===== config.mk =====
export PLATFORM = sky130hd
export DESIGN_NAME = sig_top
export DESIGN_NICKNAME = d
export VERILOG_FILES = /design/src/logic/sig_pkg.sv /design/src/logic/sig_input_cond.sv /design/src/logic/sig_top.sv
export SDC_FILE = /design/constraint.sdc
export NUM_CORES = 1
export LEC_CHECK = 0
export ABC_CLOCK_PERIOD_IN_PS = 2000
export BUFFER_PORTS_ARGS = -buffer_cell sky130_fd_sc_hd__buf_4
export CORE_MARGIN = 2
export CORE_UTILIZATION = 25
export DETAILED_ROUTE_END_ITERATION = 12
export GPL_ROUTABILITY_DRIVEN = 0
export PLACE_DENSITY_LB_ADDON = 0.05
export RECOVER_POWER = 50
export SYNTH_ARGS = -nofsm -noshare
export SYNTH_HDL_FRONTEND = slang
export SYNTH_SLANG_ARGS = --single-unit

===== constraint.sdc =====
create_clock -name clk_in -period 2 [get_ports clk_in]
set_clock_uncertainty 0.1 [all_clocks]
set_input_delay 0 -clock clk_in [delete_from_list [all_inputs] [get_ports clk_in]]
set_output_delay 0 -clock clk_in [all_outputs]
set_load 0.1 [all_outputs]

===== src/logic/sig_pkg.sv =====
// shared constants and carrier types for the speed interlock output guard
package sig_pkg;

  // clock rate and derived cycle counts
  localparam int unsigned CLK_HZ = 100_000_000;
  localparam int unsigned DEBOUNCE_MS = 10;
  localparam int unsigned DEBOUNCE_CYC = (DEBOUNCE_MS * (CLK_HZ / 1000));
  localparam int unsigned GATE_MS = 100;
  localparam int unsigned GATE_CYC = (GATE_MS * (CLK_HZ / 1000));
  localparam int unsigned SYNC_ONLY_CYC = 1;

  // counter widths
  localparam int unsigned DEB_CNT_W = 20;
  localparam int unsigned GATE_CNT_W = 24;
  localparam int unsigned SPEED_W = 16;

  // register byte addresses
  localparam logic [3:0] REG_CTRL = 4'h0;
  localparam logic [3:0] REG_STATUS = 4'h4;
  localparam logic [3:0] REG_SPEED = 4'h8;
  localparam logic [3:0] REG_SETPOINT = 4'hc;

  // control register fields
  localparam int unsigned CTRL_INHIBIT_BIT = 0;
  localparam logic CTRL_INHIBIT_RST = 1'b0;

  // status register fields
  localparam int unsigned STAT_COIL_BIT = 0;
  localparam int unsigned STAT_IND_BIT = 1;
  localparam int unsigned STAT_MODE_LSB = 2;
  localparam int unsigned STAT_IND_FAULT_BIT = 5;
  localparam int unsigned STAT_LATCH_SEL_BIT = 6;
  localparam int unsigned STAT_MPH_SEL_BIT = 7;
  localparam int unsigned STAT_OVERSPEED_BIT = 8;

  // setpoint register fields
  localparam int unsigned SETP_ENGAGE_LSB = 0;
  localparam int unsigned SETP_DISENGAGE_LSB = 16;

  // setpoint reset values
  localparam logic [SPEED_W-1:0] ENGAGE_RST = 16'h0010;
  localparam logic [SPEED_W-1:0] DISENGAGE_RST = 16'h0020;

  // operating state of the guard
  typedef enum logic [2:0] {
    ST_OFF,
    ST_WAIT,
    ST_ON,
    ST_LOCKED,
    ST_INTERLOCK,
    ST_OVERCURRENT,
    ST_PROGRAM
  } sig_mode_t;

  // avalon-mm request from the master
  typedef struct packed {
    logic read;
    logic write;
    logic [3:0] address;
    logic [31:0] writedata;
  } sig_avs_req_t;

  // avalon-mm answer to the master
  typedef struct packed {
    logic waitrequest;
    logic [31:0] readdata;
  } sig_avs_rsp_t;

  // state of one input conditioner
  typedef struct packed {
    logic s1;
    logic s2;
    logic level;
    logic [DEB_CNT_W-1:0] cnt;
  } sig_cond_state_t;

  // state of the guard top
  typedef struct packed {
    sig_mode_t mode;
    logic coil;
    logic ind;
    logic ind_fault;
    logic inhibit;
    logic sp_idx;
    logic sp_prev;
    logic pulse_prev;
    logic [SPEED_W-1:0] pulse_cnt;
    logic [GATE_CNT_W-1:0] gate_cnt;
    logic [SPEED_W-1:0] speed;
    logic [SPEED_W-1:0] engage;
    logic [SPEED_W-1:0] disengage;
    sig_avs_rsp_t rsp;
  } sig_top_state_t;

endpackage : sig_pkg


===== src/logic/sig_input_cond.sv =====
// two-flop synchroniser and stable-time filter for one external input
`timescale 1ns/1ns
`default_nettype none

module sig_input_cond #(
  parameter int unsigned DEB_CYC = 1,
  parameter logic RST_LEVEL = 1'b0
) (
  input wire logic clk_in, // system clock
  input wire logic rst_in, // synchronous reset, high
  input wire logic raw_in, // raw pin level
  output logic level_out // filtered level
);

  sig_pkg::sig_cond_state_t st_ff;
  sig_pkg::sig_cond_state_t nxt_st;

  // sync chain, then accept a new level only after it stays put
  always_comb begin
    nxt_st = st_ff;
    nxt_st.s1 = raw_in;
    nxt_st.s2 = st_ff.s1;
    if (st_ff.s2 == st_ff.level) begin
      nxt_st.cnt = '0;
    end else if (st_ff.cnt >= sig_pkg::DEB_CNT_W'(DEB_CYC - 1)) begin
      nxt_st.level = st_ff.s2;
      nxt_st.cnt = '0;
    end else begin
      nxt_st.cnt = st_ff.cnt + sig_pkg::DEB_CNT_W'(1);
    end
  end

  // state register
  always_ff @(posedge clk_in) begin
    if (rst_in) begin
      st_ff <= '{s1: RST_LEVEL, s2: RST_LEVEL, level: RST_LEVEL, cnt: '0};
    end else begin
      st_ff <= nxt_st;
    end
  end

  assign level_out = st_ff.level;

endmodule : sig_input_cond
`default_nettype wire


===== src/logic/sig_top.sv =====
// speed and interlock guard that switches activation power through to a coil
//
// Overview of operation
// - first energizing only while measured rpm is below the engage setpoint
// - coil drops when measured rpm exceeds the disengage setpoint
// - standard rpm mode re-energizes automatically once rpm falls below engage
// - latched rpm mode holds coil off until activation power goes off then on; the code also releases it through program mode
// - latched rpm re-energize also needs rpm below the engage setpoint
// - mph mode drops coil whenever vehicle speed exceeds its single setpoint
// - mph trip is always latched, restored only by an activation power cycle; the code also restores it through program mode
// - mph re-energize also needs vehicle speed below the disengage setpoint
// - grounded interlock input drops the coil
// - after interlock, coil stays off until released and speed conditions met
// - coil output switches off on coil overcurrent
// - indicator output switches off on indicator overcurrent
// - coil is powered only while activation power input is present
// - all configuration comes from grounded or open programming inputs
// - grounded program input enters program mode, release returns to normal
// - each setpoint grounding in program mode captures engage, then disengage
// - in normal mode grounded setpoint input selects latched rpm, open standard
// - overcurrent shutdown holds until activation power is cycled; the code also clears it through program mode
//
// Added by the designer: the address map and register access over Avalon-MM.
`timescale 1ns/1ns
`default_nettype none

module sig_top #(
  parameter int unsigned DEB_CYC = sig_pkg::DEBOUNCE_CYC,
  parameter int unsigned GATE_CYC = sig_pkg::GATE_CYC
) (
  input wire logic clk_in, // system clock, 100 mhz
  input wire logic rst_in, // synchronous reset, high
  input wire logic activation_power_in, // operator switch power present, high
  input wire logic safety_interlock_n_in, // low when any safety switch closed
  input wire logic program_mode_n_in, // low selects program mode
  input wire logic setpoint_latch_select_n_in, // low: setpoint tap or latch select
  input wire logic speed_source_mph_n_in, // low selects vehicle speed source
  input wire logic engine_speed_pulse_in, // tachometer pulses
  input wire logic vehicle_speed_pulse_in, // speedometer pulses
  input wire logic coil_overcurrent_in, // coil current above limit, high
  input wire logic indicator_overcurrent_in, // indicator current above limit
  input wire sig_pkg::sig_avs_req_t avs_req_in, // avalon-mm request
  output sig_pkg::sig_avs_rsp_t avs_rsp_out, // avalon-mm answer
  output logic coil_drive_out, // coil output on, high
  output logic indicator_out // indicator output on, high
);

  // cleaned pin levels
  logic power_lvl;
  logic interlock_n_lvl;
  logic program_n_lvl;
  logic setpoint_n_lvl;
  logic mph_n_lvl;
  logic eng_pulse_lvl;
  logic veh_pulse_lvl;
  logic coil_oc_lvl;
  logic ind_oc_lvl;

  // debounced switch inputs
  sig_input_cond #(.DEB_CYC(DEB_CYC), .RST_LEVEL(1'b0)) u_power (
    .clk_in(clk_in),
    .rst_in(rst_in),
    .raw_in(activation_power_in),
    .level_out(power_lvl)
  );

  // starts closed so nothing engages before the open pin is seen
  sig_input_cond #(.DEB_CYC(DEB_CYC), .RST_LEVEL(1'b0)) u_interlock (
    .clk_in(clk_in),
    .rst_in(rst_in),
    .raw_in(safety_interlock_n_in),
    .level_out(interlock_n_lvl)
  );

  sig_input_cond #(.DEB_CYC(DEB_CYC), .RST_LEVEL(1'b1)) u_program (
    .clk_in(clk_in),
    .rst_in(rst_in),
    .raw_in(program_mode_n_in),
    .level_out(program_n_lvl)
  );

  sig_input_cond #(.DEB_CYC(DEB_CYC), .RST_LEVEL(1'b1)) u_setpoint (
    .clk_in(clk_in),
    .rst_in(rst_in),
    .raw_in(setpoint_latch_select_n_in),
    .level_out(setpoint_n_lvl)
  );

  sig_input_cond #(.DEB_CYC(DEB_CYC), .RST_LEVEL(1'b1)) u_mph_sel (
    .clk_in(clk_in),
    .rst_in(rst_in),
    .raw_in(speed_source_mph_n_in),
    .level_out(mph_n_lvl)
  );

  // fast inputs pass the sync chain only
  sig_input_cond #(.DEB_CYC(sig_pkg::SYNC_ONLY_CYC), .RST_LEVEL(1'b0)) u_eng_pulse (
    .clk_in(clk_in),
    .rst_in(rst_in),
    .raw_in(engine_speed_pulse_in),
    .level_out(eng_pulse_lvl)
  );

  sig_input_cond #(.DEB_CYC(sig_pkg::SYNC_ONLY_CYC), .RST_LEVEL(1'b0)) u_veh_pulse (
    .clk_in(clk_in),
    .rst_in(rst_in),
    .raw_in(vehicle_speed_pulse_in),
    .level_out(veh_pulse_lvl)
  );

  sig_input_cond #(.DEB_CYC(sig_pkg::SYNC_ONLY_CYC), .RST_LEVEL(1'b0)) u_coil_oc (
    .clk_in(clk_in),
    .rst_in(rst_in),
    .raw_in(coil_overcurrent_in),
    .level_out(coil_oc_lvl)
  );

  sig_input_cond #(.DEB_CYC(sig_pkg::SYNC_ONLY_CYC), .RST_LEVEL(1'b0)) u_ind_oc (
    .clk_in(clk_in),
    .rst_in(rst_in),
    .raw_in(indicator_overcurrent_in),
    .level_out(ind_oc_lvl)
  );

  // whole state of the guard, registered in one place
  sig_pkg::sig_top_state_t st_ff;
  sig_pkg::sig_top_state_t nxt_st;

  // decoded conditions and bus helpers
  logic mph_sel;
  logic latch_sel;
  logic prog_req;
  logic interlock_on;
  logic pulse_sel;
  logic pulse_rise;
  logic sp_tap;
  logic gate_end;
  logic overspeed;
  logic engage_ok;
  logic bus_req;
  logic bus_take;
  logic [31:0] rd_word;

  // decoded conditions from the cleaned inputs
  always_comb begin
    mph_sel = ~mph_n_lvl;
    prog_req = ~program_n_lvl;
    latch_sel = ~setpoint_n_lvl & ~prog_req;
    interlock_on = ~interlock_n_lvl;
    pulse_sel = mph_sel ? veh_pulse_lvl : eng_pulse_lvl;
    // edges compare against last cycle's level
    pulse_rise = pulse_sel & ~st_ff.pulse_prev;
    sp_tap = st_ff.sp_prev & ~setpoint_n_lvl;
    gate_end = (st_ff.gate_cnt >= sig_pkg::GATE_CNT_W'(GATE_CYC - 1));
    overspeed = (st_ff.speed > st_ff.disengage);
    // rpm needs below engage, mph needs below the disengage point
    engage_ok = mph_sel ? (st_ff.speed < st_ff.disengage)
                        : (st_ff.speed < st_ff.engage);
    bus_req = avs_req_in.read | avs_req_in.write;
    bus_take = bus_req & ~st_ff.rsp.waitrequest;
  end

  // read data multiplexer, unmapped offsets read zero
  always_comb begin
    rd_word = 32'h0000_0000;
    case (avs_req_in.address)
      sig_pkg::REG_CTRL: begin
        rd_word[sig_pkg::CTRL_INHIBIT_BIT] = st_ff.inhibit;
      end
      sig_pkg::REG_STATUS: begin
        rd_word[sig_pkg::STAT_COIL_BIT] = st_ff.coil;
        rd_word[sig_pkg::STAT_IND_BIT] = st_ff.ind;
        rd_word[sig_pkg::STAT_MODE_LSB +: 3] = st_ff.mode;
        rd_word[sig_pkg::STAT_IND_FAULT_BIT] = st_ff.ind_fault;
        rd_word[sig_pkg::STAT_LATCH_SEL_BIT] = latch_sel;
        rd_word[sig_pkg::STAT_MPH_SEL_BIT] = mph_sel;
        rd_word[sig_pkg::STAT_OVERSPEED_BIT] = overspeed;
      end
      sig_pkg::REG_SPEED: begin
        rd_word[sig_pkg::SPEED_W-1:0] = st_ff.speed;
      end
      sig_pkg::REG_SETPOINT: begin
        rd_word[sig_pkg::SETP_ENGAGE_LSB +: sig_pkg::SPEED_W] = st_ff.engage;
        rd_word[sig_pkg::SETP_DISENGAGE_LSB +: sig_pkg::SPEED_W] = st_ff.disengage;
      end
      default: begin
        rd_word = 32'h0000_0000;
      end
    endcase
  end

  // next state of the whole block
  always_comb begin
    nxt_st = st_ff;
    nxt_st.pulse_prev = pulse_sel;
    nxt_st.sp_prev = setpoint_n_lvl;

    // pulse counting over a fixed gate gives the measured speed
    if (gate_end) begin
      nxt_st.gate_cnt = '0;
      nxt_st.speed = st_ff.pulse_cnt;
      // a rise on the closing cycle opens the next window
      nxt_st.pulse_cnt = pulse_rise ? sig_pkg::SPEED_W'(1) : '0;
    end else begin
      nxt_st.gate_cnt = st_ff.gate_cnt + sig_pkg::GATE_CNT_W'(1);
      if (pulse_rise && (st_ff.pulse_cnt != '1)) begin
        nxt_st.pulse_cnt = st_ff.pulse_cnt + sig_pkg::SPEED_W'(1);
      end
    end

    // setpoint taps in program mode alternate engage then disengage
    if (prog_req) begin
      if (sp_tap) begin
        if (!st_ff.sp_idx) begin
          nxt_st.engage = st_ff.speed;
        end else begin
          nxt_st.disengage = st_ff.speed;
        end
        nxt_st.sp_idx = ~st_ff.sp_idx;
      end
    end else begin
      nxt_st.sp_idx = 1'b0;
    end

    // operating state machine
    if (prog_req) begin
      nxt_st.mode = sig_pkg::ST_PROGRAM;
    end else if (!power_lvl) begin
      nxt_st.mode = sig_pkg::ST_OFF;
    end else begin
      case (st_ff.mode)
        // power just arrived, look at the conditions next cycle
        sig_pkg::ST_OFF: begin
          nxt_st.mode = sig_pkg::ST_WAIT;
        end
        // leaving program mode always restarts from off
        sig_pkg::ST_PROGRAM: begin
          nxt_st.mode = sig_pkg::ST_OFF;
        end
        // coil off until no fault, no interlock and speed low enough
        sig_pkg::ST_WAIT: begin
          if (coil_oc_lvl) begin
            nxt_st.mode = sig_pkg::ST_OVERCURRENT;
          end else if (interlock_on) begin
            nxt_st.mode = sig_pkg::ST_INTERLOCK;
          end else if (engage_ok) begin
            nxt_st.mode = sig_pkg::ST_ON;
          end
        end
        // running: faults first, then the speed limit
        sig_pkg::ST_ON: begin
          if (coil_oc_lvl) begin
            nxt_st.mode = sig_pkg::ST_OVERCURRENT;
          end else if (interlock_on) begin
            nxt_st.mode = sig_pkg::ST_INTERLOCK;
          end else if (overspeed) begin
            if (mph_sel || latch_sel) begin
              nxt_st.mode = sig_pkg::ST_LOCKED;
            end else begin
              nxt_st.mode = sig_pkg::ST_WAIT;
            end
          end
        end
        // a released interlock goes back to the engage check
        sig_pkg::ST_INTERLOCK: begin
          if (!interlock_on) begin
            nxt_st.mode = sig_pkg::ST_WAIT;
          end
        end
        // only a power cycle or program mode, both handled above, leaves the lock
        sig_pkg::ST_LOCKED: begin
          nxt_st.mode = sig_pkg::ST_LOCKED;
        end
        // the trip holds, the load stays dead until power is cycled or program mode is entered
        sig_pkg::ST_OVERCURRENT: begin
          nxt_st.mode = sig_pkg::ST_OVERCURRENT;
        end
        default: begin
          nxt_st.mode = sig_pkg::ST_OFF;
        end
      endcase
    end

    // indicator fault holds until activation power drops, new fault wins
    if (ind_oc_lvl) begin
      nxt_st.ind_fault = 1'b1;
    end else if (!power_lvl) begin
      nxt_st.ind_fault = 1'b0;
    end

    // outputs follow the next state so they sit straight on flops
    // the conditioned overcurrent level cuts the coil in the same cycle the state moves
    nxt_st.coil = (nxt_st.mode == sig_pkg::ST_ON) & ~st_ff.inhibit
                  & ~coil_oc_lvl & power_lvl;
    nxt_st.ind = ((nxt_st.mode == sig_pkg::ST_LOCKED)
                 | (nxt_st.mode == sig_pkg::ST_INTERLOCK)
                 | (nxt_st.mode == sig_pkg::ST_OVERCURRENT)
                 | (nxt_st.mode == sig_pkg::ST_WAIT))
                 & ~nxt_st.ind_fault & ~ind_oc_lvl;

    // avalon slave: one wait cycle, then the answer
    nxt_st.rsp.waitrequest = ~(bus_req & st_ff.rsp.waitrequest);
    // read data is captured on the first request cycle
    if (avs_req_in.read && st_ff.rsp.waitrequest) begin
      nxt_st.rsp.readdata = rd_word;
    end
    // a write lands on the cycle that shows waitrequest low
    if (bus_take && avs_req_in.write && (avs_req_in.address == sig_pkg::REG_CTRL)) begin
      nxt_st.inhibit = avs_req_in.writedata[sig_pkg::CTRL_INHIBIT_BIT];
    end
  end

  // state register
  always_ff @(posedge clk_in) begin
    if (rst_in) begin
      st_ff <= '{
        mode: sig_pkg::ST_OFF,
        coil: 1'b0,
        ind: 1'b0,
        ind_fault: 1'b0,
        inhibit: sig_pkg::CTRL_INHIBIT_RST,
        sp_idx: 1'b0,
        sp_prev: 1'b1,
        pulse_prev: 1'b0,
        pulse_cnt: '0,
        gate_cnt: '0,
        speed: '0,
        engage: sig_pkg::ENGAGE_RST,
        disengage: sig_pkg::DISENGAGE_RST,
        rsp: '{waitrequest: 1'b1, readdata: 32'h0000_0000}
      };
    end else begin
      st_ff <= nxt_st;
    end
  end

  // ports driven by state flops
  assign coil_drive_out = st_ff.coil;
  assign indicator_out = st_ff.ind;
  assign avs_rsp_out = st_ff.rsp;

endmodule : sig_top
`default_nettype wire


==> results.sh <==
export IMPL_synth_net_count=1414
export IMPL_ff2ff_setup_slack_ns=-0.28
export IMPL_seqPwrFrac=0.440
export IMPL_cts_buffer_depth=3
export IMPL_fin_ws_ns=-0.285
export IMPL_grt_pass1_vias=9247
export IMPL_p_leak_nw=6.15
export IMPL_num_rows=78
export IMPL_cts_buffers=35
export IMPL_first_iter_violations=369
export IMPL_yosysSeqAreaShare=0.447
export IMPL_grt_pass1_wl_mm=50.2
export IMPL_clockRootBuffer="clkbuf_16"
export IMPL_cp_max_fo=4
export IMPL_finalSetupViolCount=25
export IMPL_drive_above_1_share=0.308
export IMPL_io_pins=84
export IMPL_ys_warnings_count=0
export IMPL_synth_area_sq_um=11600
export IMPL_required_ns=2.34
export IMPL_syn_inst=1327
export IMPL_clkPwrFrac=0.525
export IMPL_drt_pass1_iterations=4
export IMPL_crit_path_end="coil_drive_out$_SDFF_PP0_"
export IMPL_relSlewSlack=0.404
export IMPL_period_share=1.14
export IMPL_p_int_w=0.00914
export IMPL_htree_levels=2
export IMPL_placed_cells=2067
export IMPL_crit_path_end_kind="flip-flop"
export IMPL_fillers=4680
export IMPL_grt_overflow_total=0
export IMPL_grtUsageMet1=0.185
export IMPL_clock_sinks=258
export IMPL_worstReg2RegEnd="coil_drive_out$_SDFF_PP0_"
export IMPL_num_vias=9641
export IMPL_finalPower_w=0.0118
export IMPL_port_buffers=52
export IMPL_initial_core_util=0.254
export IMPL_drv_cap=0
export IMPL_p_comb_frac=0.034
export IMPL_finalHoldViolations=0
export IMPL_ant_nets=0
export IMPL_synth_seq_cells=258
export IMPL_min_period_ns=2.28
export IMPL_drcViolationCount=0
export IMPL_synth_edf_count=0
export IMPL_hpwl_mm=21.2
export IMPL_r2r_cells=9
export IMPL_critical_path_class="flip-flop to flip-flop"
export IMPL_antenna_found_initial=0
export IMPL_ys_flop_type="dfxtp_1"
export IMPL_layout_commonest_cell="dfxtp_1"
export IMPL_switching_share=0.225
export IMPL_drv_slew=0
export IMPL_syn_avg_cell_area_sq_um=8.71
export IMPL_power_density_nw_per_um2=718
export IMPL_violations="setup timing"
export IMPL_insertion_delay_ns=0.53
export IMPL_cts_tree="yes"
export IMPL_vdd_ir_drop_max_mv=0.408
export IMPL_grt_busiest_layer="met2"
export IMPL_grtUsageTotal=0.133
export IMPL_async_flop_share=0
export IMPL_hold_ws_ns=0.0589
export IMPL_slowest_delay_ns=0.51
export IMPL_cp_start_kind="flip-flop"
export IMPL_grtUsageMet2=0.204
export IMPL_fp_dieH_um=219
export IMPL_final_cell_mix="dfxtp_1 (238), buf_4 (193), nor2_1 (165), nand2_1 (112), xor2_1 (64)"
export IMPL_wire_per_inst_um=14.5
export IMPL_dieArea_sq_um=48000
export IMPL_final_nets=1667
export IMPL_synth_cell_types=66
export IMPL_vias_per_cell=4.37
export IMPL_worstSetupStartpoint="st_ff[78]$_SDFFE_PP0N_"
export IMPL_hold_class="input pin to flip-flop"
export IMPL_clk_pin_slew_worst_paths_ns=0.06
export IMPL_fin_util=0.361
export IMPL_wl_mm=32.1
export IMPL_antenna_cells=0
export IMPL_area_growth_pct=42.1
export IMPL_layout_cells_non_filler=2206
export IMPL_worstReg2RegStart="st_ff[78]$_SDFFE_PP0N_"
export IMPL_worstMarginPinSlew_ns=0.893
export IMPL_met3_usage=0.0304
export IMPL_die_x_um=219
export IMPL_core_area_sq_um=45500
export IMPL_post_place_ws_ns=-0.349
export IMPL_rsz0062_at_grt="true"
export IMPL_status="finished, violations left"
export IMPL_fmax_mhz=438
export IMPL_crit_path_cell_trace="buf_6 -> ha_4 -> nand4_4 -> nor2_1 -> a2111o_1 -> buf_4 -> nor4_4 -> o21ai_2 -> a211oi_2"
export IMPL_cpMaxStageDelayCell="a2111o_1"
export IMPL_grt_max_degree=69
export IMPL_p_switching_w=0.00265
export IMPL_arrival_ns=2.63
[cell families (layout without fill, tap and decap cells)]
kind of cell / after synthesis / count (layout) / share of synthesized area
XOR/XNOR: 125 / 125 / 0.0947
AND/OR/NAND/NOR: 573 / 576 / 0.234
buffers and inverters: 134 / 410 / 0.0586
adder cells (fa/ha/maj): 38 / 38 / 0.0411
flip-flops: 258 / 258 / 0.447
AO/OA/AOI/OAI: 163 / 163 / 0.0919
multiplexers: 36 / 36 / 0.0329
[routing by layer]
metal / part of all wire / wire length [um] / vias to the layer above
met5: 0 / 0 / -
met1: 0.51 / 16400 / 4470
met4: 0.018 / 587 / 0
met2: 0.43 / 13800 / 113
met3: 0.038 / 1230 / 41
li1: - / - / 5017
[power groups by stage]
stage	registers, W	logic (W)	clock network [W]
global placement	0.00530	0.000287	0
finish	0.00519	0.000407	0.00620
global route	0.00519	0.000440	0.00669
floorplan	0.00530	0.000159	0
detailed placement	0.00530	0.000284	0
CTS	0.00519	0.000349	0.00651
[worst min-delay path by stage]
stage | start | endpoint | cells after the start
floorplan | speed_source_mph_n_in | u_mph_sel.nxt_st[21]$_SDFF_PP1_ | 1
global placement | setpoint_latch_select_n_in | u_setpoint.nxt_st[21]$_SDFF_PP1_ | 2
detailed placement | setpoint_latch_select_n_in | u_setpoint.nxt_st[21]$_SDFF_PP1_ | 2
CTS | avs_req_in[34] | avs_rsp_out[14]$_SDFFE_PP0P_ | 5
global route | avs_req_in[34] | avs_rsp_out[14]$_SDFFE_PP0P_ | 5
finish | avs_req_in[34] | avs_rsp_out[14]$_SDFFE_PP0P_ | 5
[per-stage QoR]
stage / cell area (sq um) / TNS [ns]
floorplan: 11600 / -0.0305
global placement: 13700 / -10.92
detailed placement: 13700 / -11.49
CTS: 15600 / -5.64
global route: 16400 / -9.98
finish: 16400 / -3.73
[critical path, delay by kind of cell (launching register included)]
family,cells,cell delay (ns)
buf+inv,2,0.30
simple gates,3,0.38
fa+ha+maj,1,0.24
compound gates,3,0.85
flops,1,0.33
[sequential cells by signal (all words and copies together) (netlist names), 21 cells and up]
| register | count |
|---|---|
| avs_rsp_out | 33 |
| st_ff | 96 |
| u_interlock.st_ff | 21 |
| u_mph_sel.st_ff | 21 |
| u_power.st_ff | 21 |
| u_program.st_ff | 21 |
| u_setpoint.st_ff | 21 |
[final cells by class]
type / instances / area (sq um) / share of cell area
multi-input combinational: 938 / 6650 / 0.405
inverter: 55 / 210 / 0.0128
tap: 600 / 751 / 0.0457
clock buffer: 52 / 1020 / 0.0621
sequential: 258 / 5190 / 0.316
timing repair buffer: 292 / 2490 / 0.152
clock inverter: 11 / 116 / 0.00708
[cells in the mapped netlist, types with 7 or more instances]
cell type | number | area (sq um)
nand3_1 | 60 | 300
nand2_1 | 115 | 432
nor4_1 | 7 | 43.8
a21oi_1 | 63 | 315
xor2_1 | 64 | 561
inv_1 | 54 | 203
nor2_1 | 234 | 878
clkbuf_1 | 33 | 124
or2_2 | 9 | 56.3
buf_4 | 34 | 255
nand4_1 | 25 | 156
mux2i_1 | 29 | 290
and2_1 | 7 | 43.8
o21ai_0 | 18 | 90.1
and4_1 | 7 | 61.3
nor3_1 | 29 | 145
and3_1 | 28 | 175
a22oi_1 | 24 | 180
o211ai_1 | 12 | 90.1
buf_2 | 7 | 35.0
ha_1 | 38 | 475
dfxtp_1 | 258 | 5160
a31oi_1 | 9 | 56.3
xnor2_1 | 61 | 534
nor2b_1 | 20 | 125
[timing repair]
item | 4_1_cts | 5_1_grt
hold buffers | 27 | 0
gates resized for setup | 68 | 165
gates cloned | 6 | 8
pin swaps | 47 | 80
hold endpoints to repair | 98 | 0
endpoints found under the setup margin | 117 | 149
setup buffers | 16 | 20
No activity file was read; power rests on OpenSTA's default activity.
